<file path="src/design/exec_unit_pkg.sv">
// Package for the execution unit: register offsets, field positions, reset values, encodings and carrier structs.
// Assumes a 32-bit AHB-Lite bus and a data memory that returns read data in the same clock cycle as the request.
package exec_unit_pkg;
	// Register byte offsets
	localparam logic [7:0] OFS_CMD = 8'h00;
	localparam logic [7:0] OFS_SRC_A = 8'h04;
	localparam logic [7:0] OFS_SRC_B = 8'h08;
	localparam logic [7:0] OFS_IMM = 8'h0c;
	localparam logic [7:0] OFS_RESULT = 8'h10;
	localparam logic [7:0] OFS_STATUS = 8'h14;
	localparam logic [7:0] OFS_MSW = 8'h18;
	localparam logic [7:0] OFS_FSW = 8'h1c;
	localparam logic [7:0] OFS_ESW = 8'h20;
	localparam logic [7:0] OFS_EAW = 8'h24;
	localparam logic [7:0] OFS_PC = 8'h28;
	// Command field positions
	localparam int CMD_OP_LSB = 0;
	localparam int CMD_SEL_LSB = 4;
	// Status word bit positions
	localparam int ST_BUSY = 0;
	localparam int ST_DONE = 1;
	localparam int ST_INVALID = 2;
	localparam int ST_LOCK = 3;
	// Status-word layout: bit 0 is the MSB, so big-endian bit n is vector bit 31-n
	localparam int MSW_CARRY = 2;
	localparam logic [31:0] MSW_ALTERABLE = 32'h0000_3fff;
	localparam logic [31:0] MSW_RESET = 32'h0000_0000;
	localparam logic [31:0] WORD_RESET = 32'h0000_0000;
	// Cycle count and address alignment masks
	localparam logic [1:0] MUL_CYCLES = 2'h3;
	localparam logic [31:0] HALF_ALIGN = 32'hffff_fffe;
	localparam logic [31:0] WORD_ALIGN = 32'hffff_fffc;

	typedef enum logic [3:0] {
		OP_OR = 4'h0, OP_ORI = 4'h1, OP_LBU = 4'h2, OP_LOAD_BYTE_ZERO_EXT_IMM = 4'h3,
		OP_LHU = 4'h4, OP_LOAD_HALF_ZERO_EXT_IMM = 4'h5, OP_LW = 4'h6, OP_LWI = 4'h7,
		OP_MFS = 4'h8, OP_MTS = 4'h9, OP_SCLR = 4'ha, OP_SSET = 4'hb,
		OP_MUL = 4'hc, OP_MULI = 4'hd, OP_IMMP = 4'he, OP_NOP = 4'hf
	} op_e;

	typedef enum logic [2:0] {
		SEL_PC = 3'h0, SEL_MSW = 3'h1, SEL_EAW = 3'h2, SEL_ESW = 3'h3, SEL_FSW = 3'h4
	} sel_e;

	typedef enum logic [1:0] {
		ST_IDLE = 2'h0, ST_LOAD = 2'h1, ST_MUL = 2'h2
	} state_e;

	typedef enum logic [1:0] {
		SZ_BYTE = 2'h0, SZ_HALF = 2'h1, SZ_WORD = 2'h2
	} size_e;

	typedef struct packed {
		logic rd;
		size_e size;
		logic [31:0] addr;
	} mem_req_s;
endpackage

</file>
<file path="src/design/exec_unit.sv">
// Execution unit for loads, special-register moves, status set/clear, multiply and OR, reached over AHB-Lite.
// Assumes the data memory answers a read with mem_rdata in the same clock cycle that mem_req.rd is high.
// Operation
// - Byte load: address first plus second source
// - Immediate byte load uses sign-extended immediate
// - Halfword load clears address LSB, zero-fills
// - Word load aligns address, writes whole word
// - Read-special copies selected register in one cycle
// - Exception registers readable only with exceptions
// - Float status readable needs float unit, exceptions
// - Status-clear returns old word, clears bits
// - Status-set returns old word, sets bits
// - Set and clear touch only low fourteen bits
// - Set and clear need status-instruction enable
// - Carry changes at once, other bits later
// - Write-special loads status or float status
// - Write-special never alters pc or exception registers
// - Float status writable only with float unit
// - Multiply keeps low product word, three cycles
// - Immediate multiply uses sign-extended immediate
// - Multiply needs multiplier primitives and enable
// - Register OR of both sources
// - Immediates sign-extend unless prefixed
// - Prefix supplies upper immediate half
// - No interrupt between prefix and its user
// - Immediate OR with first source
`timescale 1ns/10ps
`default_nettype none
module exec_unit #(
	parameter bit status_instr_enable_param = 1'b1,
	parameter bit hw_multiplier_param = 1'b1,
	parameter bit mul_primitives_param = 1'b1,
	parameter bit float_unit_param = 1'b1,
	parameter bit float_exception_param = 1'b1,
	parameter bit exception_enable_param = 1'b1
) (
	input wire logic hclk, // Bus clock, 20 MHz
	input wire logic hresetn, // Asynchronous reset, active low
	input wire logic hsel, // Slave select
	input wire logic [31:0] haddr, // Byte address
	input wire logic [1:0] htrans, // Transfer type
	input wire logic hwrite, // Write when high
	input wire logic [2:0] hsize, // Transfer size
	input wire logic [31:0] hwdata, // Write data
	input wire logic hready, // Bus ready
	output logic [31:0] hrdata, // Read data
	output logic hreadyout, // Slave ready
	output logic hresp, // Always OKAY
	output exec_unit_pkg::mem_req_s mem_req, // Data memory request
	input wire logic [31:0] mem_rdata, // Data returned in the same cycle as the request
	input wire logic irq_req, // Pending interrupt
	output logic irq_accept // Interrupt taken
);
	logic [31:0] hrdata_ff, a_ff, b_ff, result_ff, msw_ff, pend_ff, fsw_ff, esw_ff, eaw_ff, pc_ff;
	logic [15:0] imm_ff, imm_hi_ff;
	logic [7:0] wr_addr_ff;
	logic wr_pend_ff, go_ff, lock_ff, done_ff, invalid_ff, pend_v_ff, irq_accept_ff;
	logic [1:0] mul_cnt_ff;
	logic [31:0] mul_ff;
	exec_unit_pkg::op_e op_ff;
	exec_unit_pkg::sel_e sel_ff;
	exec_unit_pkg::state_e state_ff;
	exec_unit_pkg::mem_req_s mem_req_ff;

	logic addr_phase, busy, cmd_wr, is_imm_op, mul_ok, msw_op, msw_ok, carry_new, mfs_ok;
	logic [31:0] imm_ext, operand_b, ld_addr, msw_view, nxt_msw, spr_view, mul_lo;
	logic [63:0] product;
	logic [31:0] status_word;

	assign addr_phase = hsel && htrans[1] && hready;
	assign busy = go_ff || (state_ff != exec_unit_pkg::ST_IDLE);
	assign cmd_wr = wr_pend_ff && (wr_addr_ff == exec_unit_pkg::OFS_CMD);
	assign is_imm_op = op_ff inside {exec_unit_pkg::OP_ORI, exec_unit_pkg::OP_LOAD_BYTE_ZERO_EXT_IMM, exec_unit_pkg::OP_LOAD_HALF_ZERO_EXT_IMM,
		exec_unit_pkg::OP_LWI, exec_unit_pkg::OP_MULI};
	// A locked prefix supplies the upper half, otherwise the field is sign-extended
	assign imm_ext = lock_ff ? {imm_hi_ff, imm_ff} : {{16{imm_ff[15]}}, imm_ff};
	assign operand_b = is_imm_op ? imm_ext : b_ff;
	assign ld_addr = a_ff + operand_b;
	assign product = {32'h0000_0000, a_ff} * {32'h0000_0000, operand_b};
	assign mul_lo = product[31:0];
	assign mul_ok = hw_multiplier_param && mul_primitives_param;
	assign msw_ok = status_instr_enable_param;
	assign msw_view = pend_v_ff ? pend_ff : msw_ff;
	assign msw_op = go_ff && ((msw_ok && (op_ff == exec_unit_pkg::OP_SCLR || op_ff == exec_unit_pkg::OP_SSET))
		|| (op_ff == exec_unit_pkg::OP_MTS && sel_ff == exec_unit_pkg::SEL_MSW));
	assign status_word = {28'h0000000, lock_ff, invalid_ff, done_ff, busy};

	always_comb begin
		nxt_msw = msw_view;
		case (op_ff)
			exec_unit_pkg::OP_SCLR: nxt_msw = msw_view & ~({16'h0000, imm_ff} & exec_unit_pkg::MSW_ALTERABLE);
			exec_unit_pkg::OP_SSET: nxt_msw = msw_view | ({16'h0000, imm_ff} & exec_unit_pkg::MSW_ALTERABLE);
			exec_unit_pkg::OP_MTS: nxt_msw = a_ff;
			default: nxt_msw = msw_view;
		endcase
	end
	assign carry_new = nxt_msw[exec_unit_pkg::MSW_CARRY];

	always_comb begin
		spr_view = exec_unit_pkg::WORD_RESET;
		mfs_ok = 1'b1;
		case (sel_ff)
			exec_unit_pkg::SEL_PC: spr_view = pc_ff;
			exec_unit_pkg::SEL_MSW: spr_view = msw_view;
			exec_unit_pkg::SEL_EAW: begin
				spr_view = eaw_ff;
				mfs_ok = exception_enable_param;
			end
			exec_unit_pkg::SEL_ESW: begin
				spr_view = esw_ff;
				mfs_ok = exception_enable_param;
			end
			exec_unit_pkg::SEL_FSW: begin
				spr_view = fsw_ff;
				mfs_ok = float_unit_param && float_exception_param;
			end
			default: mfs_ok = 1'b0;
		endcase
	end

	// Bus slave: zero-wait, so hreadyout stays high and reads are prepared at the address phase
	always_ff @(posedge hclk or negedge hresetn) begin
		if (!hresetn) begin
			wr_pend_ff <= 1'b0;
			wr_addr_ff <= 8'h00;
			hrdata_ff <= exec_unit_pkg::WORD_RESET;
		end else begin
			wr_pend_ff <= addr_phase && hwrite;
			wr_addr_ff <= haddr[7:0];
			if (addr_phase && !hwrite) begin
				case (haddr[7:0])
					exec_unit_pkg::OFS_CMD: hrdata_ff <= {25'h0000000, sel_ff, op_ff};
					exec_unit_pkg::OFS_SRC_A: hrdata_ff <= a_ff;
					exec_unit_pkg::OFS_SRC_B: hrdata_ff <= b_ff;
					exec_unit_pkg::OFS_IMM: hrdata_ff <= {16'h0000, imm_ff};
					exec_unit_pkg::OFS_RESULT: hrdata_ff <= result_ff;
					exec_unit_pkg::OFS_STATUS: hrdata_ff <= status_word;
					exec_unit_pkg::OFS_MSW: hrdata_ff <= msw_ff;
					exec_unit_pkg::OFS_FSW: hrdata_ff <= fsw_ff;
					exec_unit_pkg::OFS_ESW: hrdata_ff <= esw_ff;
					exec_unit_pkg::OFS_EAW: hrdata_ff <= eaw_ff;
					exec_unit_pkg::OFS_PC: hrdata_ff <= pc_ff;
					default: hrdata_ff <= exec_unit_pkg::WORD_RESET;
				endcase
			end
		end
	end

	// Operand and software-owned registers; the exception registers and pc are only ever written from the bus
	always_ff @(posedge hclk or negedge hresetn) begin
		if (!hresetn) begin
			a_ff <= exec_unit_pkg::WORD_RESET;
			b_ff <= exec_unit_pkg::WORD_RESET;
			imm_ff <= 16'h0000;
			esw_ff <= exec_unit_pkg::WORD_RESET;
			eaw_ff <= exec_unit_pkg::WORD_RESET;
			pc_ff <= exec_unit_pkg::WORD_RESET;
		end else if (wr_pend_ff && !busy) begin
			case (wr_addr_ff)
				exec_unit_pkg::OFS_SRC_A: a_ff <= hwdata;
				exec_unit_pkg::OFS_SRC_B: b_ff <= hwdata;
				exec_unit_pkg::OFS_IMM: imm_ff <= hwdata[15:0];
				exec_unit_pkg::OFS_ESW: esw_ff <= hwdata;
				exec_unit_pkg::OFS_EAW: eaw_ff <= hwdata;
				exec_unit_pkg::OFS_PC: pc_ff <= hwdata;
				default: ;
			endcase
		end
	end

	// Command capture: refused while an operation is in flight
	always_ff @(posedge hclk or negedge hresetn) begin
		if (!hresetn) begin
			go_ff <= 1'b0;
			op_ff <= exec_unit_pkg::OP_NOP;
			sel_ff <= exec_unit_pkg::SEL_PC;
		end else begin
			go_ff <= cmd_wr && !busy;
			if (cmd_wr && !busy) begin
				op_ff <= exec_unit_pkg::op_e'(hwdata[exec_unit_pkg::CMD_OP_LSB +: 4]);
				sel_ff <= exec_unit_pkg::sel_e'(hwdata[exec_unit_pkg::CMD_SEL_LSB +: 3]);
			end
		end
	end

	// Immediate prefix lock; consumed by whatever operation follows it
	always_ff @(posedge hclk or negedge hresetn) begin
		if (!hresetn) begin
			lock_ff <= 1'b0;
			imm_hi_ff <= 16'h0000;
		end else if (go_ff) begin
			lock_ff <= (op_ff == exec_unit_pkg::OP_IMMP);
			if (op_ff == exec_unit_pkg::OP_IMMP) begin
				imm_hi_ff <= imm_ff;
			end
		end
	end

	// Interrupts held off while a prefix waits for its user
	always_ff @(posedge hclk or negedge hresetn) begin
		if (!hresetn) begin
			irq_accept_ff <= 1'b0;
		end else begin
			irq_accept_ff <= irq_req && !lock_ff && !(go_ff && op_ff == exec_unit_pkg::OP_IMMP);
		end
	end

	// Status word: carry lands at once, other bits pass through a one-cycle pending stage
	always_ff @(posedge hclk or negedge hresetn) begin
		if (!hresetn) begin
			msw_ff <= exec_unit_pkg::MSW_RESET;
			pend_ff <= exec_unit_pkg::MSW_RESET;
			pend_v_ff <= 1'b0;
		end else begin
			pend_v_ff <= msw_op;
			if (msw_op) begin
				pend_ff <= nxt_msw;
				msw_ff <= msw_view;
				msw_ff[exec_unit_pkg::MSW_CARRY] <= carry_new;
			end else if (pend_v_ff) begin
				msw_ff <= pend_ff;
			end
		end
	end

	always_ff @(posedge hclk or negedge hresetn) begin
		if (!hresetn) begin
			fsw_ff <= exec_unit_pkg::WORD_RESET;
		end else if (go_ff && op_ff == exec_unit_pkg::OP_MTS && sel_ff == exec_unit_pkg::SEL_FSW
			&& float_unit_param) begin
			fsw_ff <= a_ff;
		end
	end

	// Execution sequencer
	always_ff @(posedge hclk or negedge hresetn) begin
		if (!hresetn) begin
			state_ff <= exec_unit_pkg::ST_IDLE;
			result_ff <= exec_unit_pkg::WORD_RESET;
			mem_req_ff <= '0;
			mul_ff <= exec_unit_pkg::WORD_RESET;
			mul_cnt_ff <= 2'h0;
			done_ff <= 1'b0;
			invalid_ff <= 1'b0;
		end else begin
			mem_req_ff.rd <= 1'b0;
			if (go_ff) begin
				done_ff <= 1'b0;
				invalid_ff <= 1'b0;
			end
			case (state_ff)
				exec_unit_pkg::ST_IDLE: begin
					if (go_ff) begin
						done_ff <= 1'b1;
						case (op_ff)
							exec_unit_pkg::OP_OR, exec_unit_pkg::OP_ORI: result_ff <= a_ff | operand_b;
							exec_unit_pkg::OP_LBU, exec_unit_pkg::OP_LOAD_BYTE_ZERO_EXT_IMM: begin
								mem_req_ff <= '{rd: 1'b1, size: exec_unit_pkg::SZ_BYTE, addr: ld_addr};
								state_ff <= exec_unit_pkg::ST_LOAD;
								done_ff <= 1'b0;
							end
							exec_unit_pkg::OP_LHU, exec_unit_pkg::OP_LOAD_HALF_ZERO_EXT_IMM: begin
								mem_req_ff <= '{rd: 1'b1, size: exec_unit_pkg::SZ_HALF,
									addr: ld_addr & exec_unit_pkg::HALF_ALIGN};
								state_ff <= exec_unit_pkg::ST_LOAD;
								done_ff <= 1'b0;
							end
							exec_unit_pkg::OP_LW, exec_unit_pkg::OP_LWI: begin
								mem_req_ff <= '{rd: 1'b1, size: exec_unit_pkg::SZ_WORD,
									addr: ld_addr & exec_unit_pkg::WORD_ALIGN};
								state_ff <= exec_unit_pkg::ST_LOAD;
								done_ff <= 1'b0;
							end
							exec_unit_pkg::OP_MFS: begin
								if (mfs_ok) begin
									result_ff <= spr_view;
								end else begin
									invalid_ff <= 1'b1;
								end
							end
							exec_unit_pkg::OP_MTS: begin
								if (!(sel_ff == exec_unit_pkg::SEL_MSW || (sel_ff == exec_unit_pkg::SEL_FSW
									&& float_unit_param))) begin
									invalid_ff <= 1'b1;
								end
							end
							exec_unit_pkg::OP_SCLR, exec_unit_pkg::OP_SSET: begin
								if (msw_ok) begin
									result_ff <= msw_view;
								end else begin
									invalid_ff <= 1'b1;
								end
							end
							exec_unit_pkg::OP_MUL, exec_unit_pkg::OP_MULI: begin
								if (mul_ok) begin
									mul_ff <= mul_lo;
									mul_cnt_ff <= exec_unit_pkg::MUL_CYCLES - 2'h1;
									state_ff <= exec_unit_pkg::ST_MUL;
									done_ff <= 1'b0;
								end else begin
									invalid_ff <= 1'b1;
								end
							end
							exec_unit_pkg::OP_IMMP, exec_unit_pkg::OP_NOP: ;
							default: invalid_ff <= 1'b1;
						endcase
					end
				end
				exec_unit_pkg::ST_LOAD: begin
					case (mem_req_ff.size)
						exec_unit_pkg::SZ_BYTE: result_ff <= {24'h000000, mem_rdata[7:0]};
						exec_unit_pkg::SZ_HALF: result_ff <= {16'h0000, mem_rdata[15:0]};
						default: result_ff <= mem_rdata;
					endcase
					done_ff <= 1'b1;
					state_ff <= exec_unit_pkg::ST_IDLE;
				end
				exec_unit_pkg::ST_MUL: begin
					mul_cnt_ff <= mul_cnt_ff - 2'h1;
					if (mul_cnt_ff == 2'h1) begin
						result_ff <= mul_ff;
						done_ff <= 1'b1;
						state_ff <= exec_unit_pkg::ST_IDLE;
					end
				end
				default: state_ff <= exec_unit_pkg::ST_IDLE;
			endcase
		end
	end

	assign hrdata = hrdata_ff;
	assign hreadyout = 1'b1;
	assign hresp = 1'b0;
	assign mem_req = mem_req_ff;
	assign irq_accept = irq_accept_ff;
endmodule
`default_nettype wire

</file>
<file path="config.mk">
export PLATFORM = sky130hd
export DESIGN_NAME = exec_unit
export DESIGN_NICKNAME = d
export VERILOG_FILES = /design/src/design/exec_unit_pkg.sv /design/src/design/exec_unit.sv
export SDC_FILE = /design/constraint.sdc
export NUM_CORES = 2
export LEC_CHECK = 0
export ABC_AREA = 1
export ABC_CLOCK_PERIOD_IN_PS = 7000
export BUFFER_PORTS_ARGS = -buffer_cell sky130_fd_sc_hd__buf_2
export CORE_MARGIN = 5
export CORE_UTILIZATION = 58
export DETAILED_ROUTE_END_ITERATION = 8
export PLACE_DENSITY_LB_ADDON = 0.12
export RECOVER_POWER = 100
export SYNTH_ARGS = -nofsm -noshare
export SYNTH_HDL_FRONTEND = slang
export SYNTH_SLANG_ARGS = --single-unit
</file>
<file path="constraint.sdc">
create_clock -name hclk -period 7 [get_ports hclk]
set_input_delay 0.35 -clock hclk [delete_from_list [all_inputs] [get_ports hclk]]
set_output_delay 0.35 -clock hclk [all_outputs]
set_load 0.02 [all_outputs]
</file>
==> reports/qor.yml <==
status: "finished with violations"
violations: "max-capacitance violations, max-slew violations, negative setup slack"
cp_max_fo: 18
worst_r2r_endpoint: "mul_ff[28]"
synthXorXnorAreaFrac_pct: 0.969
cap_violations: 19
slew_headroom_pct: -203
async_flop_share_pct: 100
fmax_ghz: 0.135
power.density_nw_per_um2: 474
clk_pin_slew_ns: 0.06
syn2layout_area_growth_pct: 17.2
grt_pass1_wl_um: 235000
power.net_switching_mw: 9.76
ys_seq_area_share_pct: 28.7
drtIter0Drc: 5648
synth_area_per_cell_um2: 7.92
syn-instance-count: 4908
cts_buffer_depth: 3
multi_input_area_um2: 24000
hold_end: "sel_ff[1]"
synth_edf_count: 0
nFillCells: 5712
hold_viol: 0
p_int_mw: 11.8
cts_buffers: 47
ys_seq_elements: 445
cts_tree: "done"
tightest_slew_ns: 4.55
die_area_um2: 72300
synth_top_family_by_area: "adder cells"
clk_latency_ns: 0.61
numPortBuffers: 146
gp_congestion: 1.08
hold_path_startpoint: "hwdata[5]"
dr.pass1.iters: 6
setup_tns_ns: -4.12
final_area_um2: 45600
seq_power_share_pct: 12.1
final_nets: 6008
fin_crit_ns: 7.40
routed_wl_um: 161000
rsz0062_at_grt: "yes"
synthAdderAreaFrac_pct: 27.2
core_um2: 66800
p_sw_share_pct: 45.2
maxSlewViolCount: 1076
ir_worst_vdd_mv: 1.72
timing.final.setup_violations: 15
synthMuxAreaShare_pct: 0.319
synth_area_um2: 38900
ys.flop_type: "dfrtp_1"
p_leak_nw: 24.6
hpwl_um: 126000
cp.arrival_ns: 7.87
dieHeight_um: 269
grt_pass1_vias: 36100
worstSetupPathType: "reg -> reg"
finClkSkew_ns: 0.0310
hold_depth: 3
die_x_um: 269
dpl_cell_area_um2: 43500
critical_path.top_delay_family: "adder cells"
setup.worst_path.start: "op_ff[1]"
path_buf_inv: 6
grt-ovfl-total: 0
htree_levels: 2
max_stage_delay_ns: 0.61
crit_slowest_cell: "fa_1"
vias_per_cell: 6.10
final_cell_mix: "nand2_1 (984), inv_1 (867), o21ai_0 (546)"
ys_warn_count: 0
antenna_found_initial: 7
post-route-drc-count: 0
cp_data_required_time_ns: 7.47
wl_per_cell_um: 26.0
hold_class: "in -> reg"
drive_gt1_share_pct: 13.9
ant_nets: 0
period_share_pct: 106
final_util_pct: 68.2
synth_nets: 5615
vias: 37900
start_util_pct: 58.2
setup_ws_ns: -0.401
end_kind: "flop"
area.sequential_um2: 11100
track_usage_pct: 44.3
critPathLaunchType: "flop"
grt_max_degree: 173
p_comb_share_pct: 76.4
synth-compound-area-share_pct: 14.9
instances_no_fill: 6208
ios: 177
largest_reg_flops: 35
ff2ff_setup_slack_ns: -0.40
rows: 95
root_buffer: "clkbuf_16"
crit_top_cell: "fa_1"
clock_sinks: 445
r2r_cells: 29
synthSimpleGateAreaFrac_pct: 16.8
ys_types: 53
p_clk_share_pct: 11.5
dpl.cell_count: 6099
mostFrequentLayoutCell: "nand2_1"
rr_startpoint: "op_ff[1]"
[metal layers]
layer | vias to the layer above | part of all wire (%) | track usage (%)
met4 | 6 | 6.2 | 19.9
met3 | 578 | 17 | 19.0
met1 | 18100 | 38 | 61.7
met5 | - | 0.029 | 0
met2 | 2885 | 39 | 60.4
li1 | 16300 | - | -
[tightest hold or removal path, cell delays in order]
cell	delay, ns
buf_2	0.09
nand2_1	0.05
o21ai_0	0.07
[timing repair]
item	4_1_cts	5_1_grt
hold buffers	12	0
resized for setup	76	50
setup buffers	6	5
pin swaps	31	18
hold endpoints to repair	81	0
gates cloned	3	0
endpoints found under the setup margin	15	18
[power by group through the flow]
| stage | sequential (mW) | clock [mW] | combinational [mW] |
|---|---|---|---|
| 2_1_floorplan | 2.67 | 0 | 7.79 |
| 3_3_place_gp | 2.66 | 0 | 14.1 |
| 3_5_place_dp | 2.66 | 0 | 14.1 |
| 4_1_cts | 2.62 | 2.47 | 15.3 |
| 5_1_grt | 2.62 | 2.59 | 17.7 |
| 6_report | 2.62 | 2.49 | 16.5 |
[cell type report]
cell class                      count  area share (%)
Tap cell                          873            2.40
Sequential cell                   445            24.4
Clock inverter                     17           0.409
Timing Repair Buffer              585            9.63
Inverter                          905            7.51
Clock buffer                       63            2.82
Multi-Input combinational cell   3317            52.8
Antenna cell                        3          0.0165
[kinds of logic after synthesis]
kind of cell | count (synthesis)
buffers and inverters | 1146
other | 2
AO/OA/AOI/OAI | 1019
adder cells (fa/ha/maj) | 600
flip-flops | 445
XOR/XNOR | 43
AND/OR/NAND/NOR | 1642
multiplexers | 11
[cells in the mapped netlist (4+ instances only)]
| cell | instances | area (um2) |
|---|---|---|
| a211oi_1 | 11 | 82.6 |
| a21oi_1 | 158 | 791 |
| a221oi_1 | 29 | 254 |
| a22oi_1 | 4 | 30.0 |
| a31oi_1 | 7 | 43.8 |
| buf_1 | 10 | 37.5 |
| buf_2 | 9 | 45.0 |
| clkbuf_1 | 215 | 807 |
| clkinv_1 | 20 | 75.1 |
| dfrtp_1 | 441 | 11000 |
| dfstp_2 | 4 | 105 |
| fa_1 | 409 | 8190 |
| ha_1 | 191 | 2390 |
| inv_1 | 879 | 3300 |
| inv_2 | 6 | 22.5 |
| mux2_2 | 11 | 124 |
| nand2_1 | 1012 | 3800 |
| nand2_2 | 5 | 31.3 |
| nand3_1 | 138 | 691 |
| nand4_1 | 20 | 125 |
| nor2_1 | 417 | 1570 |
| nor3_1 | 18 | 90.1 |
| nor4_1 | 5 | 31.3 |
| o2111ai_1 | 4 | 35.0 |
| o211ai_1 | 34 | 255 |
| o21a_1 | 5 | 37.5 |
| o21ai_0 | 556 | 2780 |
| o21ai_1 | 6 | 30.0 |
| o21bai_1 | 5 | 37.5 |
| o221ai_1 | 15 | 131 |
| o22ai_1 | 140 | 876 |
| o31ai_1 | 12 | 90.1 |
| o41ai_1 | 21 | 184 |
| or2_2 | 21 | 131 |
| xnor2_1 | 19 | 166 |
| xor2_1 | 24 | 210 |
[how the worst max path moves through the flow]
| stage | cells past startpoint | end | slack, ns |
|---|---|---|---|
| 5_1_grt | 31 | mul_ff[29] | -0.62 |
| 3_5_place_dp | 29 | mul_ff[28] | -0.58 |
| 2_1_floorplan | 32 | mul_ff[30] | -0.02 |
| 6_report | 29 | mul_ff[28] | -0.40 |
| 4_1_cts | 30 | mul_ff[30] | -0.33 |
| 3_3_place_gp | 29 | mul_ff[28] | -0.49 |
[through the flow]
| step | worst slack (ns) | total power, mW | hold WS (ns) |
|---|---|---|---|
| 2_1_floorplan | -0.0205 | 10.5 | 0.0544 |
| 3_3_place_gp | -0.492 | 16.8 | 0.390 |
| 3_5_place_dp | -0.578 | 16.8 | 0.386 |
| 4_1_cts | -0.333 | 20.4 | 0.00897 |
| 5_1_grt | -0.617 | 22.9 | 0.0458 |
| 6_report | -0.401 | 21.6 | 0.0153 |
(Power assumes the default switching activity.)
